File: src/rtl/fld_pkg.sv
// Constants and carrier types shared by the lock detector files
package fld_pkg;

   // Register byte offsets
   localparam logic [3:0] FLD_OFS_CTRL   = 4'h0;
   localparam logic [3:0] FLD_OFS_STAT1  = 4'h4;
   localparam logic [3:0] FLD_OFS_MASK   = 4'h8;

   // Control register field positions
   localparam int FLD_CTRL_MUL_LSB   = 0;   // Multiply factor, 7 bits
   localparam int FLD_CTRL_CSEL_LSB  = 8;   // Clock select, 2 bits
   localparam int FLD_CTRL_TRIM_LSB  = 10;  // Trim, 8 bits
   localparam int FLD_CTRL_LRSEN_BIT = 18;  // Loss-of-lock reset enable
   localparam int FLD_CTRL_DBG_BIT   = 19;  // Debug mode enable
   localparam int FLD_CTRL_OSTEN_BIT = 20;  // Oscillator stop enable
   localparam int FLD_CTRL_RFD_LSB   = 24;  // Output divide factor, 8 bits

   // Status register one field positions
   localparam int FLD_ST_IRQF_BIT  = 0;   // Interrupt flag: unexpected loss of lock
   localparam int FLD_ST_LOCKE_BIT = 1;   // Sticky event: lock reached
   localparam int FLD_ST_LOCK_BIT  = 2;   // Live lock indicator
   localparam int FLD_ST_LOST_BIT  = 3;   // Loss-of-lock status
   localparam int FLD_ST_DIV2_BIT  = 4;   // Output runs at half rate
   localparam int FLD_ST_ERR_LSB   = 16;  // Last count error, 16 bits

   // Reset values
   localparam logic [31:0] FLD_CTRL_RST = 32'h0100_0020;
   localparam logic [1:0]  FLD_MASK_RST = 2'h0;

   // Clock select encodings
   localparam logic [1:0] FLD_CSEL_SELF = 2'h0;
   localparam logic [1:0] FLD_CSEL_INT  = 2'h1;
   localparam logic [1:0] FLD_CSEL_BYP  = 2'h2;
   localparam logic [1:0] FLD_CSEL_EXT  = 2'h3;

   // Lock detector limits and sample count
   localparam logic signed [15:0] FLD_LOCK_MIN   = -16'sd2;
   localparam logic signed [15:0] FLD_LOCK_MAX   = 16'sd2;
   localparam logic signed [15:0] FLD_UNLOCK_MIN = -16'sd8;
   localparam logic signed [15:0] FLD_UNLOCK_MAX = 16'sd8;
   localparam logic [3:0]         FLD_LOCK_SAMPLES = 4'h4;
   localparam logic [1:0]         FLD_AVG_LAST     = 2'h3;  // Four samples per update

   // Detector states
   typedef enum logic [1:0] {
      FLD_IDLE,
      FLD_UNLOCKED,
      FLD_LOCKED
   } fld_state_e;

   // Fields decoded from the control register
   typedef struct packed {
      logic [7:0] rfd;
      logic       osten;
      logic       dbg;
      logic       lrsen;
      logic [7:0] trim;
      logic [1:0] csel;
      logic [6:0] mul;
   } fld_ctrl_s;

endpackage : fld_pkg

File: src/rtl/fld_lock_detector.sv
// FLL lock and loss-of-lock detector with Avalon-MM register slave
`timescale 1ns/1ps
`default_nettype none
module fld_lock_detector
   import fld_pkg::*;
(
   input  wire logic        sys_clk_in,               // 100 MHz system clock
   input  wire logic        nrst_in,                  // Asynchronous reset, active low
   input  wire logic        osc_pulse_in,             // One pulse per oscillator clock edge
   input  wire logic        ref_tick_in,              // End of one comparison cycle
   input  wire logic        stop_mode_in,             // MCU in stop mode
   input  wire logic [3:0]  avs_address,              // Byte address
   input  wire logic        avs_read,                 // Read request
   input  wire logic        avs_write,                // Write request
   input  wire logic [31:0] avs_writedata,            // Write data
   output logic [31:0]      avs_readdata,             // Read data
   output logic             avs_waitrequest,          // Stall while high
   output logic             lock_out,                 // Live lock indicator
   output logic             loss_of_lock_status_out,  // Sticky loss-of-lock status
   output logic             generated_output_clock_out, // Output clock enable pulse
   output logic             half_rate_out,            // Output divides by 2R
   output logic signed [15:0] filter_value_out,       // Digital loop filter value
   output logic             lol_reset_out,            // Loss-of-lock reset request pulse
   output logic             irq_out                   // Level interrupt
);

   fld_state_e         state;            // Detector state
   logic [31:0]        ctrl;             // Control register
   fld_ctrl_s          cfg;              // Decoded control fields
   logic [1:0]         stat;             // Sticky event bits
   logic [1:0]         mask;             // Interrupt mask
   logic               lost;             // Loss-of-lock status
   logic               stat_read_armed;  // Status read seen since last clear
   logic               first_locked;     // Lock reached since entering engaged mode
   logic [11:0]        pulse_cnt;        // Oscillator pulses this comparison
   logic signed [15:0] count_err;        // Last count error
   logic               sample_valid;     // One cycle after a new error
   logic [3:0]         in_lock_run;      // Consecutive samples inside lock window
   logic signed [17:0] avg_acc;          // Sum of errors for averaging
   logic [1:0]         avg_cnt;          // Samples in the running average
   logic [8:0]         div_cnt;          // Output divider position
   logic               stop_dbg_armed;   // Stop entered with debug enabled
   logic               stop_wake_lol;    // Debug dropped during stop
   logic               stop_d;           // Stop mode, one cycle late
   logic               bus_go;           // Access completes this edge
   logic               engaged;          // Loop in an engaged mode
   logic               stop_off;         // Generator off because of stop
   logic               in_lock_win;      // Error inside lock window
   logic               in_unlock_win;    // Error inside unlock window
   logic               expected_loss;    // Software changed loop settings
   logic               unexpected_loss;  // Error left the unlock window
   logic               wake_loss;        // Woke after debug dropped in stop
   logic               lost_set;         // Any unexpected loss event
   logic               lost_clear;       // Software clear of loss-of-lock
   logic               st_w1c;           // Write to status register one
   logic [31:0]        next_ctrl;        // Control value after a write
   logic signed [15:0] next_err;         // Error for the current comparison
   logic [8:0]         div_target;       // Oscillator pulses per output period

   assign cfg     = fld_ctrl_s'({ctrl[31:24], ctrl[20:8], ctrl[6:0]});
   assign bus_go  = (avs_read || avs_write) && !avs_waitrequest;
   assign st_w1c  = bus_go && avs_write && (avs_address == FLD_OFS_STAT1);
   assign stop_off = stop_mode_in && !cfg.dbg && !cfg.osten;
   assign engaged  = ((cfg.csel == FLD_CSEL_EXT) || (cfg.csel == FLD_CSEL_INT)) && !stop_off;
   assign next_ctrl = avs_writedata;
   // Pulses this cycle included so a tick never drops the last edge
   assign next_err = 16'(signed'({4'h0, pulse_cnt} + {15'h0, osc_pulse_in}))
                   - 16'(signed'({9'h0, cfg.mul}));

   // Lock and unlock window comparators, limits fixed at build time
   fld_window_cmp u_lock_win
   (
      .value_in   (count_err),
      .min_in     (FLD_LOCK_MIN),
      .max_in     (FLD_LOCK_MAX),
      .inside_out (in_lock_win)
   );
   fld_window_cmp u_unlock_win
   (
      .value_in   (count_err),
      .min_in     (FLD_UNLOCK_MIN),
      .max_in     (FLD_UNLOCK_MAX),
      .inside_out (in_unlock_win)
   );

   // A write that changes the factor, select, or trim in internal engaged mode
   always_comb
   begin
      expected_loss = 1'b0;
      if (bus_go && avs_write && (avs_address == FLD_OFS_CTRL))
      begin
         if (next_ctrl[FLD_CTRL_MUL_LSB +: 7] != cfg.mul)
            expected_loss = 1'b1;
         if (next_ctrl[FLD_CTRL_CSEL_LSB +: 2] != cfg.csel)
            expected_loss = 1'b1;
         if ((cfg.csel == FLD_CSEL_INT) && (next_ctrl[FLD_CTRL_TRIM_LSB +: 8] != cfg.trim))
            expected_loss = 1'b1;
      end
   end

   assign unexpected_loss = (state == FLD_LOCKED) && engaged && sample_valid
                          && !in_unlock_win && !expected_loss;
   assign wake_loss  = stop_d && !stop_mode_in && stop_wake_lol;
   assign lost_set   = unexpected_loss || wake_loss;
   // Clear only after status one was read and with induced reset off
   assign lost_clear = st_w1c && avs_writedata[FLD_ST_IRQF_BIT]
                     && stat_read_armed && !cfg.lrsen;

   // Pulse counter and subtractor, one error per comparison cycle
   always_ff @(posedge sys_clk_in or negedge nrst_in)
   begin
      if (!nrst_in)
      begin
         pulse_cnt    <= 12'h000;
         count_err    <= 16'sh0000;
         sample_valid <= 1'b0;
      end
      else if (ref_tick_in)
      begin
         pulse_cnt    <= 12'h000;
         count_err    <= next_err;
         sample_valid <= engaged;
      end
      else
      begin
         // Saturate rather than wrap so a runaway oscillator stays outside
         if (osc_pulse_in && (pulse_cnt != 12'hFFF))
            pulse_cnt <= pulse_cnt + 12'h001;
         sample_valid <= 1'b0;
      end
   end

   // Lock state machine
   always_ff @(posedge sys_clk_in or negedge nrst_in)
   begin
      if (!nrst_in)
      begin
         state        <= FLD_IDLE;
         in_lock_run  <= 4'h0;
         first_locked <= 1'b0;
      end
      else
      begin
         case (state)
            FLD_IDLE:
            begin
               in_lock_run <= 4'h0;
               if (engaged)
               begin
                  state        <= FLD_UNLOCKED;
                  first_locked <= 1'b0;
               end
            end
            FLD_UNLOCKED:
            begin
               if (!engaged)
                  state <= FLD_IDLE;
               else if (expected_loss)
                  in_lock_run <= 4'h0;
               else if (sample_valid)
               begin
                  if (!in_lock_win)
                     in_lock_run <= 4'h0;
                  else if (in_lock_run == FLD_LOCK_SAMPLES - 4'h1)
                  begin
                     state        <= FLD_LOCKED;
                     in_lock_run  <= 4'h0;
                     first_locked <= 1'b1;
                  end
                  else
                     in_lock_run <= in_lock_run + 4'h1;
               end
            end
            FLD_LOCKED:
            begin
               // Stop-off drops lock here; status untouched
               if (!engaged)
                  state <= FLD_IDLE;
               else if (expected_loss || unexpected_loss)
                  state <= FLD_UNLOCKED;
            end
            default:
               state <= FLD_IDLE;
         endcase
      end
   end

   // Loop filter: every sample while unlocked, four-sample mean when locked
   always_ff @(posedge sys_clk_in or negedge nrst_in)
   begin
      if (!nrst_in)
      begin
         filter_value_out <= 16'sh0000;
         avg_acc          <= 18'sh00000;
         avg_cnt          <= 2'h0;
      end
      else if (state != FLD_LOCKED)
      begin
         avg_acc <= 18'sh00000;
         avg_cnt <= 2'h0;
         if (sample_valid && (state == FLD_UNLOCKED))
            filter_value_out <= count_err;
      end
      else if (sample_valid)
      begin
         if (avg_cnt == FLD_AVG_LAST)
         begin
            // Arithmetic shift keeps the sign of the mean
            filter_value_out <= 16'((avg_acc + 18'(count_err)) >>> 2);
            avg_acc          <= 18'sh00000;
            avg_cnt          <= 2'h0;
         end
         else
         begin
            avg_acc <= avg_acc + 18'(count_err);
            avg_cnt <= avg_cnt + 2'h1;
         end
      end
   end

   // Output clock divider: 2R until first lock, R afterwards
   always_comb
   begin
      div_target = first_locked ? {1'b0, cfg.rfd} : {cfg.rfd, 1'b0};
      if (div_target == 9'h000)
         div_target = 9'h001;
   end

   always_ff @(posedge sys_clk_in or negedge nrst_in)
   begin
      if (!nrst_in)
      begin
         div_cnt                    <= 9'h000;
         generated_output_clock_out <= 1'b0;
         half_rate_out              <= 1'b1;
      end
      else
      begin
         half_rate_out              <= !first_locked;
         generated_output_clock_out <= 1'b0;
         if (osc_pulse_in)
         begin
            if (div_cnt >= div_target - 9'h001)
            begin
               div_cnt                    <= 9'h000;
               generated_output_clock_out <= 1'b1;
            end
            else
               div_cnt <= div_cnt + 9'h001;
         end
      end
   end

   // Stop tracking for the debug-dropped-in-stop case
   always_ff @(posedge sys_clk_in or negedge nrst_in)
   begin
      if (!nrst_in)
      begin
         stop_d         <= 1'b0;
         stop_dbg_armed <= 1'b0;
         stop_wake_lol  <= 1'b0;
      end
      else
      begin
         stop_d <= stop_mode_in;
         if (!stop_mode_in)
         begin
            stop_dbg_armed <= 1'b0;
            stop_wake_lol  <= stop_d ? 1'b0 : stop_wake_lol;
         end
         else if (!stop_d)
            stop_dbg_armed <= cfg.dbg;
         else if (stop_dbg_armed && !cfg.dbg)
            stop_wake_lol <= 1'b1;
      end
   end

   // Loss-of-lock status and induced reset request
   always_ff @(posedge sys_clk_in or negedge nrst_in)
   begin
      if (!nrst_in)
      begin
         lost                    <= 1'b0;
         loss_of_lock_status_out <= 1'b0;
         lol_reset_out           <= 1'b0;
         stat_read_armed         <= 1'b0;
      end
      else
      begin
         // Set wins over a clear in the same cycle
         if (lost_set)
            lost <= 1'b1;
         else if (lost_clear)
            lost <= 1'b0;
         loss_of_lock_status_out <= lost_set || (lost && !lost_clear);
         lol_reset_out           <= lost_set && cfg.lrsen;
         if (bus_go && avs_read && (avs_address == FLD_OFS_STAT1))
            stat_read_armed <= 1'b1;
         else if (lost_clear)
            stat_read_armed <= 1'b0;
      end
   end

   // Sticky event bits, mask and interrupt line
   always_ff @(posedge sys_clk_in or negedge nrst_in)
   begin
      if (!nrst_in)
      begin
         stat    <= 2'h0;
         irq_out <= 1'b0;
      end
      else
      begin
         stat[FLD_ST_IRQF_BIT] <= lost_set ||
            (stat[FLD_ST_IRQF_BIT] && !(st_w1c && avs_writedata[FLD_ST_IRQF_BIT]));
         stat[FLD_ST_LOCKE_BIT] <= (state == FLD_UNLOCKED && sample_valid && in_lock_win
            && in_lock_run == FLD_LOCK_SAMPLES - 4'h1 && engaged && !expected_loss) ||
            (stat[FLD_ST_LOCKE_BIT] && !(st_w1c && avs_writedata[FLD_ST_LOCKE_BIT]));
         irq_out <= |(stat & mask);
      end
   end

   // Lock indicator follows the state, cleared on stop-off or expected loss
   always_ff @(posedge sys_clk_in or negedge nrst_in)
   begin
      if (!nrst_in)
         lock_out <= 1'b0;
      else
         // Loss drops the indicator at the same edge that raises the status
         lock_out <= (state == FLD_LOCKED) && engaged && !expected_loss
                     && !unexpected_loss;
   end

   // Avalon-MM slave: one wait cycle per access, then completes
   always_ff @(posedge sys_clk_in or negedge nrst_in)
   begin
      if (!nrst_in)
      begin
         avs_waitrequest <= 1'b1;
         avs_readdata    <= 32'h0000_0000;
         ctrl            <= FLD_CTRL_RST;
         mask            <= FLD_MASK_RST;
      end
      else
      begin
         avs_waitrequest <= !((avs_read || avs_write) && avs_waitrequest);
         if (bus_go && avs_write && (avs_address == FLD_OFS_CTRL))
            ctrl <= next_ctrl & 32'hFF1F_FF7F;                              // Reserved bits stay zero
         if (bus_go && avs_write && (avs_address == FLD_OFS_MASK))
            mask <= avs_writedata[1:0];
         // Read data prepared during the wait cycle, valid at completion
         if (avs_read && avs_waitrequest)
         begin
            case (avs_address)
               FLD_OFS_CTRL:
                  avs_readdata <= ctrl;
               FLD_OFS_STAT1:
                  avs_readdata <= {count_err, 11'h000, half_rate_out, lost,
                                   lock_out, stat};
               FLD_OFS_MASK:
                  avs_readdata <= {30'h0, mask};
               default:
                  avs_readdata <= 32'h0000_0000;                             // Unmapped reads zero
            endcase
         end
      end
   end

endmodule : fld_lock_detector
`default_nettype wire

File: src/rtl/fld_window_cmp.sv
// Strict window comparator for signed count errors
`timescale 1ns/1ps
`default_nettype none
module fld_window_cmp
   import fld_pkg::*;
(
   input  wire logic signed [15:0] value_in,   // Count error
   input  wire logic signed [15:0] min_in,     // Lower limit, excluded
   input  wire logic signed [15:0] max_in,     // Upper limit, excluded
   output logic                    inside_out  // Strictly inside the window
);
   // Both bounds excluded so a value on the limit counts as outside
   assign inside_out = (value_in > min_in) && (value_in < max_in);
endmodule : fld_window_cmp
`default_nettype wire

File: config.mk
export PLATFORM = sky130hd
export DESIGN_NAME = fld_lock_detector
export DESIGN_NICKNAME = d
export VERILOG_FILES = /design/src/rtl/fld_pkg.sv /design/src/rtl/fld_lock_detector.sv /design/src/rtl/fld_window_cmp.sv
export SDC_FILE = /design/constraint.sdc
export NUM_CORES = 1
export LEC_CHECK = 0
export ABC_CLOCK_PERIOD_IN_PS = 4650
export BUFFER_PORTS_ARGS = -buffer_cell sky130_fd_sc_hd__buf_2
export CAP_MARGIN = 10
export CORE_MARGIN = 8
export CORE_UTILIZATION = 59
export DETAILED_ROUTE_END_ITERATION = 12
export GPL_TIMING_DRIVEN = 1
export PLACE_DENSITY = 0.91
export SETUP_SLACK_MARGIN = 0.5
export SYNTH_ARGS = -nofsm -noshare
export SYNTH_HDL_FRONTEND = slang
export SYNTH_SLANG_ARGS = --single-unit
File: constraint.sdc
create_clock -name sys_clk_in -period 4.65 [get_ports sys_clk_in]
set_input_delay 0.465 -clock sys_clk_in [delete_from_list [all_inputs] [get_ports sys_clk_in]]
set_output_delay 0.465 -clock sys_clk_in [all_outputs]
set_load 0.1 [all_outputs]
==> results of run 1 <==
worst paths after layout:
| path | from | to | slack (ns) | cells after the start |
|---|---|---|---|---|
| worst max-delay path | ctrl[28]$_DFFE_PN0P_ | div_cnt[0]$_DFFE_PN0P_ | 0.85 | 15 |
| worst min-delay path | nrst_in | div_cnt[8]$_DFFE_PN0P_ | 0.05 | 1 |
| worst max register to register | ctrl[28]$_DFFE_PN0P_ | div_cnt[0]$_DFFE_PN0P_ | 0.85 | 15 |
| worst min register to register | filter_value_out[4]$_DFFE_PN0P_ | filter_value_out[4]$_DFFE_PN0P_ | 0.47 | 2 |
| max in group asynchronous | nrst_in | first_locked$_DFFE_PN0P_ | 3.54 | 2 |
| min in group sys_clk_in | avs_write | avs_waitrequest$_DFF_PN1_ | 0.20 | 2 |
critical path: stages, from the launching register on:
cell                      delay, ns
sky130_fd_sc_hd__dfrtp_1       0.50
sky130_fd_sc_hd__nor3_1        0.27
sky130_fd_sc_hd__or3b_2        0.52
sky130_fd_sc_hd__nor3b_1       0.22
sky130_fd_sc_hd__mux2i_1       0.13
sky130_fd_sc_hd__ha_1          0.23
sky130_fd_sc_hd__nand3_1       0.16
sky130_fd_sc_hd__nor3_1        0.08
sky130_fd_sc_hd__xor2_1        0.15
sky130_fd_sc_hd__o21ai_0       0.13
sky130_fd_sc_hd__ha_1          0.24
sky130_fd_sc_hd__nor4_1        0.25
sky130_fd_sc_hd__o21ai_0       0.22
sky130_fd_sc_hd__a31oi_4       0.29
sky130_fd_sc_hd__nand2_1       0.16
sky130_fd_sc_hd__mux2i_1       0.17
Yosys cell counts, types with 8 or more instances:
cell type	instances
sky130_fd_sc_hd__nand2_1	84
sky130_fd_sc_hd__a21o_1	18
sky130_fd_sc_hd__nand2b_1	8
sky130_fd_sc_hd__nor2b_1	11
sky130_fd_sc_hd__nor2_1	69
sky130_fd_sc_hd__ha_1	56
sky130_fd_sc_hd__o21ai_0	40
sky130_fd_sc_hd__nor3_1	17
sky130_fd_sc_hd__mux2i_1	35
sky130_fd_sc_hd__nand3_1	22
sky130_fd_sc_hd__a22o_1	12
sky130_fd_sc_hd__clkbuf_1	25
sky130_fd_sc_hd__xor2_1	22
sky130_fd_sc_hd__xnor2_1	40
sky130_fd_sc_hd__o31ai_1	20
sky130_fd_sc_hd__inv_1	35
sky130_fd_sc_hd__a21oi_1	48
sky130_fd_sc_hd__nor4_1	8
sky130_fd_sc_hd__mux2_2	41
sky130_fd_sc_hd__dfrtp_1	150
sky130_fd_sc_hd__a22oi_1	10
sky130_fd_sc_hd__nand4_1	14
power breakdown:
part | switching (W) | total, W | internal (W)
Combinational | 0.00128 | 0.00186 | 0.000584
Sequential | 0.000328 | 0.00189 | 0.00156
Clock | 0.000575 | 0.00142 | 0.000849
registers in the layout, summed over array words and instances (netlist names), 2 cells and up:
name and count:
div_cnt 9, avs_readdata 31, mask 2, filter_value_out 16, state 2, avg_acc 18, count_err 14, in_lock_run 4
stat 2, pulse_cnt 12, ctrl 28, avg_cnt 2
area by class of cell:
class,count,area (µm²)
multi-input cells,653,4640
flip-flops and latches,154,3860
fillers,1018,4550
clock buffers,19,433
clock inverters,13,165
well taps,184,230
repair buffers,98,512
inverters,36,135
per-stage QoR:
step                      setup WS (ns)  hold WS [ns]
final                             0.847        0.0504
after global placement            0.948         0.456
after floorplan                    1.30         0.169
after detailed placement          0.767         0.465
after global routing              0.536         0.113
after CTS                         0.653        0.0937
layer usage:
layer	wire length, µm	global-route usage [%]
met1	8950	29.6
met2	10800	39.8
met3	1490	5.43
met4	895	11.3
met5	0	0
cells by family after synthesis:
group / Yosys count / synth area share, %
and+or+nand+nor: 261 / 14.0
buffers and inverters: 70 / 3.25
adders and majority gates: 58 / 8.44
muxes: 76 / 9.26
AOI/OAI and AO/OA: 195 / 14.8
DFF: 154 / 44.0
xor gates and xnor gates: 62 / 6.19
other: 1 / 0.0427
==> qor.yml, run 1 <==
route:
  postRouteWirelength_mm: 22.1
  final_antenna_net_count: 0
  wl_per_cell_um: 19.1
  drt_first_iter_violations: 736
  route.vias.total: 7173
  vias_per_cell: 6.20
  drc_errors: 0
  drtPass1Iterations: 6
cells_and_area:
  area_delta_synth_final_pct: 13.7
  instances_no_fill: 1157
  layout_commonest_cell: "sky130_fd_sc_hd__dfrtp_1"
  final_core_occ_pct: 68.7
  fin_area_um2: 9980
  layout-drive-gt1-share_pct: 20.2
  layout.cells.most_common_list: "149 x sky130_fd_sc_hd__dfrtp_1, 91 x sky130_fd_sc_hd__buf_2, 84 x sky130_fd_sc_hd__nand2_1"
  final_layout_net_count: 1061
  diodes: 0
clocking:
  cts_tree: "yes"
  cts_htree_levels: 4
  path_clk_slew_ns: 0.06
  post_cts_buffers: 0
  cts_root_buffer: "sky130_fd_sc_hd__clkbuf_16"
  cts-resized-gates: 0
  cts-hold-fix-buffers: 0
  cts_inserted_buffers: 17
  max-clock-path-buffers: 2
  clock_sinks: 154
  clkLatencyLatePin_ns: 0.44
synthesis:
  synth_cell_types: 66
  synthTopCellsByArea: "sky130_fd_sc_hd__dfrtp_1 43%, sky130_fd_sc_hd__ha_1 8.0%, sky130_fd_sc_hd__mux2_2 5.3%"
  ys.warnings.count: 0
  seq_area_frac_synth_pct: 44.0
  syn-cell-area_um2: 8770
  synth_area_leader_cell: "sky130_fd_sc_hd__dfrtp_1"
  syn-instance-count: 877
  synth_top_area_share_pct: 42.8
  async_set_reset_flop_share_out_of_synthesis_pct: 100
  synth_ff_type: "sky130_fd_sc_hd__dfrtp_1"
  synth_edf_count: 0
  synth.ff_latch_count: 154
  post_synthesis_net_count: 978
  synth_area_per_cell_um2: 10.0
critical_path:
  worst_setup_path_end_kind: "flop"
  worst_ep_arrival_time_ns: 4.16
  crit_type: "reg -> reg"
  cp-start-kind: "flop"
  timing.critical_path.fanout_max: 10
  worst-endpoint-required_ns: 5.00
die:
  io_pins: 98
  floorplan.initialDensity_pct: 60.4
  die-height_um: 138
  fp.coreArea_um2: 14500
  design.die.area_um2: 19000
  rows: 44
  fp.dieW_um: 138
timing:
  clock_skews_ns: 0.00934
  max_slew.worst_pin.slew_ns: 0.953
  final_cycle_utilization_of_the_critical_path_pct: 81.8
  slew_headroom_pct: 36.3
  totalNegativeSetupSlack_ns: 0
  final-setup-viol-count: 0
  setup_repair_after_global_routing_missed_its_margin: "no"
  hold_violations: 0
  layout_min_cycle_time_ns: 3.80
  timing_max_transition_violations_final: 0
  timing.fmax_ghz: 0.263
run_status:
  outcome: "finished, final reports clean"
grt:
  pin_count_of_the_biggest_net_entering_global_routing: 83
  grt_pass1_wl_mm: 35.9
  global_route.overflow_total: 0
  grt_pass1_vias: 7111
  grt_antenna_before_repair: 0
  grt.total_usage_pct: 24.2
flow_run:
  cap_violations: 0
pwr:
  fin_total_pwr_w: 0.00518
  powerDensity_nw_per_um2: 519
  ir_drop_mv: 0.363
  power.leakage_nw: 4.73
worst_hold_path:
  worst_hold_path_type: "in -> async"
place:
  place_area_um2: 9370
  place_inst: 1125
  port_buffers: 92
  gpl.final_weighted_congestion: 0.916
  place.detailed.hpwl_mm: 15.0
Power figures use the tool's default switching activity.
==> run 2, diff against run 1 <==
--- a/config.mk
+++ b/config.mk
@@ -5,7 +5,7 @@
 export SDC_FILE = /design/constraint.sdc
 export NUM_CORES = 1
 export LEC_CHECK = 0
-export ABC_CLOCK_PERIOD_IN_PS = 4650
+export ABC_CLOCK_PERIOD_IN_PS = 3500
 export BUFFER_PORTS_ARGS = -buffer_cell sky130_fd_sc_hd__buf_2
 export CAP_MARGIN = 10
 export CORE_MARGIN = 8
==> constraint.sdc (replaced) <==
create_clock -name sys_clk_in -period 3.5 [get_ports sys_clk_in]
set_input_delay 0.35 -clock sys_clk_in [delete_from_list [all_inputs] [get_ports sys_clk_in]]
set_output_delay 0.35 -clock sys_clk_in [all_outputs]
set_load 0.1 [all_outputs]
==> qor.yml, run 2 (synthesis gave the netlist of run 1 again) <==
route:
  detail_route.wirelength.met1_mm: 9.33
  wl_met2_mm: 12.0
  vias_per_cell: 6.34
  route.vias.total: 7467
  met3_length_mm: 1.74
  routed.top_layer: "met4"
  drt_first_iter_violations: 753
  drc_errors: 0
  postRouteWirelength_mm: 24.4
  final_antenna_net_count: 0
  wl_per_cell_um: 20.8
  drtPass1Iterations: 6
worst_hold_path:
  hold_end: "avs_waitrequest$_DFF_PN1_"
  min_from: "avs_read"
  worst_hold_path_type: "in -> reg"
  hold_depth: 2
clocking:
  path_clk_slew_ns: 0.06
  cts_inserted_buffers: 17
  cts_htree_levels: 4
  max-clock-path-buffers: 2
  clock_sinks: 154
  cts_root_buffer: "sky130_fd_sc_hd__clkbuf_16"
  clkLatencyLatePin_ns: 0.43
  cts_tree: "yes"
critical_path:
  critPathMaxStageDelay_ns: 0.44
  worst_ep_arrival_time_ns: 3.87
  timing.critical_path.fanout_max: 6
  crit_buf_inv: 2
  worst_setup_path_end_kind: "flop"
  crit_type: "reg -> reg"
  rrSetupSlack_ns: -0.01
  cp-start-kind: "flop"
  timing.critical_path.max_delay_family: "compound AO/OA/AOI/OAI gates"
  crit-reg2reg-launch: "ctrl[30]$_DFFE_PN0P_"
  reg2regPathDepth: 15
  ordered_cell_list_for_the_critical_path: "nor3_4 -> or3b_4 -> nor3b_2 -> mux2i_1 -> buf_4 -> buf_4 -> ha_4 -> nand2b_1 -> a21o_1 -> a21o_1 -> a21oi_2 -> o21ai_2 -> a31oi_4 -> a21o_1 -> o2bb2ai_1"
  reg2reg_to: "div_cnt[3]$_DFFE_PN0P_"
  critical-path-top-cell-by-count: "sky130_fd_sc_hd__a21o_1"
  timing.critical_path.slowest_stage_cell: "sky130_fd_sc_hd__dfrtp_2"
  worst-endpoint-required_ns: 3.86
timing:
  final-setup-viol-count: 1
  worst_slack_ns: -0.0136
  layout_min_cycle_time_ns: 3.51
  timing_max_transition_violations_final: 0
  final_cycle_utilization_of_the_critical_path_pct: 100
  hold_violations: 0
  max_slew.worst_pin.slew_ns: 0.831
  fin_worst_hold_slack_ns: 0.0894
  slew_headroom_pct: 44.5
  setup_repair_after_global_routing_missed_its_margin: "yes"
  timing.fmax_ghz: 0.285
  clock_skews_ns: 0.00990
  totalNegativeSetupSlack_ns: -0.0136
grt:
  grt_pass1_vias: 7446
  pin_count_of_the_biggest_net_entering_global_routing: 80
  grt_antenna_before_repair: 0
  grt_pass1_wl_mm: 38.1
  grt.total_usage_pct: 25.8
  global_route.overflow_total: 0
cells_and_area:
  flip_flop_count_of_the_largest_register_after_layout: 31
  fin_area_um2: 10300
  area_delta_synth_final_pct: 17.5
  diodes: 0
  final_layout_net_count: 1081
  largest_registers: "avs_readdata (31), ctrl (28), avg_acc (18)"
  registers.top_by_ff_count: "avs_readdata"
  layout.cells.most_common_list: "145 x sky130_fd_sc_hd__dfrtp_1, 91 x sky130_fd_sc_hd__buf_2, 82 x sky130_fd_sc_hd__nand2_1"
  layout-drive-gt1-share_pct: 24.6
  layout_commonest_cell: "sky130_fd_sc_hd__dfrtp_1"
pwr:
  ir_drop_mv: 0.481
  fin_total_pwr_w: 0.00716
  power.leakage_nw: 4.85
  powerDensity_nw_per_um2: 695
die:
  floorplan.initialDensity_pct: 60.4
  design.die.area_um2: 19000
  io_pins: 98
  rows: 44
  die-height_um: 138
  fp.dieW_um: 138
  fp.coreArea_um2: 14500
flow_run:
  cap_violations: 0
run_status:
  outcome: "complete, but fails checks"
  failed_checks: "setup timing"
place:
  place_area_um2: 9450
  gpl.final_weighted_congestion: 0.937
  port_buffers: 92
  place.detailed.hpwl_mm: 15.7
run 2: area by class of cell:
type                            count  area [µm²]
Clock buffer                       21         470
Clock inverter                     11         134
Inverter                           36         135
Timing Repair Buffer              118         684
Fill cell                         923        4230
Multi-Input combinational cell    653        4790
Sequential cell                   154        3860
Tap cell                          184         230
run 2: timing repair:
action                     CTS  global route
hold endpoints to repair    74             0
buffers inserted             9             4
hold buffers                 1             0
setup endpoints to repair   10            11
pin swaps                   15            11
resized for setup           27             8
run 2: worst register-to-register path, stage by stage, from the launching register on:
cell and delay (ns):
sky130_fd_sc_hd__dfrtp_2 0.44, sky130_fd_sc_hd__nor3_4 0.19, sky130_fd_sc_hd__or3b_4 0.41, sky130_fd_sc_hd__nor3b_2 0.23, sky130_fd_sc_hd__mux2i_1 0.17, sky130_fd_sc_hd__buf_4 0.17, sky130_fd_sc_hd__buf_4 0.14, sky130_fd_sc_hd__ha_4 0.21
sky130_fd_sc_hd__nand2b_1 0.17, sky130_fd_sc_hd__a21o_1 0.22, sky130_fd_sc_hd__a21o_1 0.17, sky130_fd_sc_hd__a21oi_2 0.16, sky130_fd_sc_hd__o21ai_2 0.11, sky130_fd_sc_hd__a31oi_4 0.33, sky130_fd_sc_hd__a21o_1 0.21, sky130_fd_sc_hd__o2bb2ai_1 0.12
run 2: worst max-delay path by stage:
| stage | from | endpoint | slack, ns | cells past startpoint |
|---|---|---|---|---|
| 6_report | ctrl[30]$_DFFE_PN0P_ | div_cnt[3]$_DFFE_PN0P_ | -0.01 | 15 |
| 4_1_cts | ctrl[28]$_DFFE_PN0P_ | div_cnt[0]$_DFFE_PN0P_ | 0.43 | 15 |
| 3_5_place_dp | ctrl[30]$_DFFE_PN0P_ | div_cnt[0]$_DFFE_PN0P_ | 0.15 | 15 |
| 3_3_place_gp | ctrl[30]$_DFFE_PN0P_ | div_cnt[0]$_DFFE_PN0P_ | 0.25 | 15 |
| 2_1_floorplan | ctrl[29]$_DFFE_PN0P_ | div_cnt[0]$_DFFE_PN0P_ | 0.51 | 14 |
| 5_1_grt | ctrl[30]$_DFFE_PN0P_ | div_cnt[0]$_DFFE_PN0P_ | -0.05 | 15 |
run 2: where the power goes:
| part | total [W] | internal [W] | switching (W) |
|---|---|---|---|
| combinational | 0.00279 | 0.000912 | 0.00188 |
| clock | 0.00189 | 0.00112 | 0.000770 |
| sequential | 0.00248 | 0.00208 | 0.000403 |
run 2: routing by layer:
metal | track usage, % | vias to the layer above
li1 | - | 3328
met1 | 30.1 | 3622
met2 | 42.8 | 397
met3 | 6.05 | 120
met4 | 14.4 | 0
met5 | 0 | -
run 2: stage by stage:
| stage | util, % | worst slack, ns | std cells |
|---|---|---|---|
| after floorplan | - | 0.509 | 877 |
| after global placement | 65.0 | 0.247 | 1131 |
| after detailed placement | 65.0 | 0.146 | 1131 |
| after CTS | 70.4 | 0.434 | 1173 |
| after global routing | 70.9 | -0.0457 | 1177 |
| final | 70.9 | -0.0136 | 1177 |
==> run 3, diff against run 2 <==
--- a/config.mk
+++ b/config.mk
@@ -8,8 +8,10 @@
 export ABC_CLOCK_PERIOD_IN_PS = 3500
 export BUFFER_PORTS_ARGS = -buffer_cell sky130_fd_sc_hd__buf_2
 export CAP_MARGIN = 10
+export CELL_PAD_IN_SITES_DETAIL_PLACEMENT = 1
+export CELL_PAD_IN_SITES_GLOBAL_PLACEMENT = 1
 export CORE_MARGIN = 8
-export CORE_UTILIZATION = 59
+export CORE_UTILIZATION = 46
 export DETAILED_ROUTE_END_ITERATION = 12
 export GPL_TIMING_DRIVEN = 1
 export PLACE_DENSITY = 0.91
==> qor.yml, run 3 (synthesis gave the netlist of run 1 again) <==
run_status:
  outcome: "complete, but fails checks"
  failed_checks: "hold timing"
critical_path:
  worst_ep_arrival_time_ns: 3.76
  worst_setup_path_end_kind: "flop"
  timing.critical_path.fanout_max: 6
  worst-endpoint-required_ns: 3.86
  cp-start-kind: "flop"
  crit_type: "reg -> reg"
cells_and_area:
  registers.top_by_ff_count: "avs_readdata"
  multi_input_area_um2: 4780
  layout.area.seq_um2: 3860
  fin_area_um2: 10300
  instances_no_fill: 1225
  layout_commonest_cell: "sky130_fd_sc_hd__dfrtp_1"
  diodes: 0
  nFillCells: 2087
  layout.cells.most_common_list: "147 x sky130_fd_sc_hd__dfrtp_1, 91 x sky130_fd_sc_hd__buf_2, 82 x sky130_fd_sc_hd__nand2_1"
  layout-drive-gt1-share_pct: 24.6
  largest_registers: "avs_readdata (31), ctrl (28), avg_acc (18)"
  flip_flop_count_of_the_largest_register_after_layout: 31
  area_delta_synth_final_pct: 17.7
  final_layout_net_count: 1079
timing:
  slew_headroom_pct: 38.1
  final_cycle_utilization_of_the_critical_path_pct: 97.2
  max_slew.worst_pin.slew_ns: 0.927
  layout_min_cycle_time_ns: 3.40
  timing_max_transition_violations_final: 0
  clock_skews_ns: 0.0103
  setup_repair_after_global_routing_missed_its_margin: "yes"
  final-setup-viol-count: 0
  fin_worst_hold_slack_ns: -0.0372
  hold_violations: 6
  totalNegativeSetupSlack_ns: 0
  timing.fmax_ghz: 0.294
clocking:
  cts_htree_levels: 4
  cts-hold-fix-buffers: 0
  cts_root_buffer: "sky130_fd_sc_hd__clkbuf_16"
  cts_inserted_buffers: 17
  path_clk_slew_ns: 0.08
  clock_sinks: 154
  max-clock-path-buffers: 2
  clkLatencyLatePin_ns: 0.44
  cts_tree: "yes"
grt:
  grt_pass1_vias: 8191
  global_route.overflow_total: 0
  grt_pass1_wl_mm: 45.8
  grt.total_usage_pct: 24.4
  grt_antenna_before_repair: 0
  pin_count_of_the_biggest_net_entering_global_routing: 89
die:
  die-height_um: 154
  design.die.area_um2: 23700
  fp.coreArea_um2: 18700
  floorplan.initialDensity_pct: 46.9
  fp.dieW_um: 154
  rows: 50
  io_pins: 98
route:
  vias_per_cell: 6.07
  route.vias.total: 7432
  drt_first_iter_violations: 333
  postRouteWirelength_mm: 28.7
  drc_errors: 0
  wl_per_cell_um: 23.4
  final_antenna_net_count: 0
  drtPass1Iterations: 5
flow_run:
  cap_violations: 0
pwr:
  powerDensity_nw_per_um2: 694
  fin_total_pwr_w: 0.00717
  ir_drop_mv: 0.359
  power.leakage_nw: 4.84
place:
  port_buffers: 92
  place_inst: 1184
  place_area_um2: 9550
  place.detailed.hpwl_mm: 18.8
  gpl.final_weighted_congestion: 0.845
worst_hold_path:
  worst_hold_path_type: "in -> async"
-- run 3: changes by cell type in the layout (fill, tap and decap cells not counted), moves of 2 or more --
cell                         change
sky130_fd_sc_hd__clkinvlp_4      -3
sky130_fd_sc_hd__bufinv_16       -2
sky130_fd_sc_hd__inv_8           +3
sky130_fd_sc_hd__clkbuf_8        -3
sky130_fd_sc_hd__clkinv_4        +2
sky130_fd_sc_hd__nand3_2         -2
sky130_fd_sc_hd__nand3_1         +2
sky130_fd_sc_hd__dfrtp_2         -2
sky130_fd_sc_hd__clkinv_8        +2
sky130_fd_sc_hd__dfrtp_1         +2
sky130_fd_sc_hd__inv_6           +2
sky130_fd_sc_hd__nor2_2          +2
-- run 3: final timing paths --
| path | from | endpoint | cells after the start | slack, ns |
|---|---|---|---|---|
| setup / recovery | ctrl[30]$_DFFE_PN0P_ | div_cnt[3]$_DFFE_PN0P_ | 15 | 0.1 |
| hold / removal | nrst_in | ctrl[31]$_DFFE_PN0P_ | 1 | -0.04 |
| setup reg to reg | ctrl[30]$_DFFE_PN0P_ | div_cnt[3]$_DFFE_PN0P_ | 15 | 0.1 |
| hold reg to reg | filter_value_out[15]$_DFFE_PN0P_ | filter_value_out[15]$_DFFE_PN0P_ | 2 | 0.47 |
| max in group asynchronous | nrst_in | avs_waitrequest$_DFF_PN1_ | 2 | 2.73 |
| min in group sys_clk_in | avs_write | avs_waitrequest$_DFF_PN1_ | 2 | 0.10 |
-- run 3: area by class of cell --
class / count / area share, %
Clock inverter: 15 / 1.48
Sequential cell: 154 / 37.4
Clock buffer: 17 / 4.12
Inverter: 36 / 1.31
Timing Repair Buffer: 116 / 6.54
Tap cell: 234 / 2.83
Multi-Input combinational cell: 653 / 46.3
-- run 3: stage by stage --
step | setup slack, ns | util [%]
floorplan | 0.509 | -
global placement | 0.237 | 51.1
detailed placement | 0.0956 | 51.1
CTS | 0.281 | 54.6
global route | -0.0319 | 55.2
finish | 0.0971 | 55.2
-- run 3: critical path, stage by stage, from the launching register on --
cell and delay [ns]:
sky130_fd_sc_hd__dfrtp_2 0.43, sky130_fd_sc_hd__nor3_4 0.20, sky130_fd_sc_hd__or3b_4 0.44, sky130_fd_sc_hd__buf_4 0.16, sky130_fd_sc_hd__nand3_1 0.17, sky130_fd_sc_hd__nor3_1 0.10
sky130_fd_sc_hd__nand3_1 0.10, sky130_fd_sc_hd__o21ai_0 0.09, sky130_fd_sc_hd__nor3_1 0.20, sky130_fd_sc_hd__a21oi_1 0.09, sky130_fd_sc_hd__ha_1 0.26, sky130_fd_sc_hd__nor4_2 0.41
sky130_fd_sc_hd__a21oi_2 0.09, sky130_fd_sc_hd__a31oi_4 0.27, sky130_fd_sc_hd__a21o_1 0.19, sky130_fd_sc_hd__o2bb2ai_2 0.10
-- run 3: repair_timing --
| item | 4_1_cts | 5_1_grt |
|---|---|---|
| pin swaps | 7 | 11 |
| endpoints found under the hold margin | 0 | 0 |
| buffers inserted | 4 | 5 |
| resized for setup | 16 | 17 |
| endpoints found under the setup margin | 10 | 15 |
-- run 3: power breakdown --
part	switching, W	leakage, nW	internal (W)
combinational	0.00191	2.53	0.000906
clock	0.000891	0.286	0.000952
sequential	0.000431	2.02	0.00208
total	0.00323	4.84	0.00393
-- run 3: layer usage --
metal | global-route usage (%) | vias to the layer above | share of wire [%]
li1 | - | 3315 | -
met1 | 27.1 | 3776 | 38
met2 | 42.6 | 252 | 51
met3 | 6.36 | 89 | 6.0
met4 | 12.1 | 0 | 4.2
met5 | 0 | - | 0
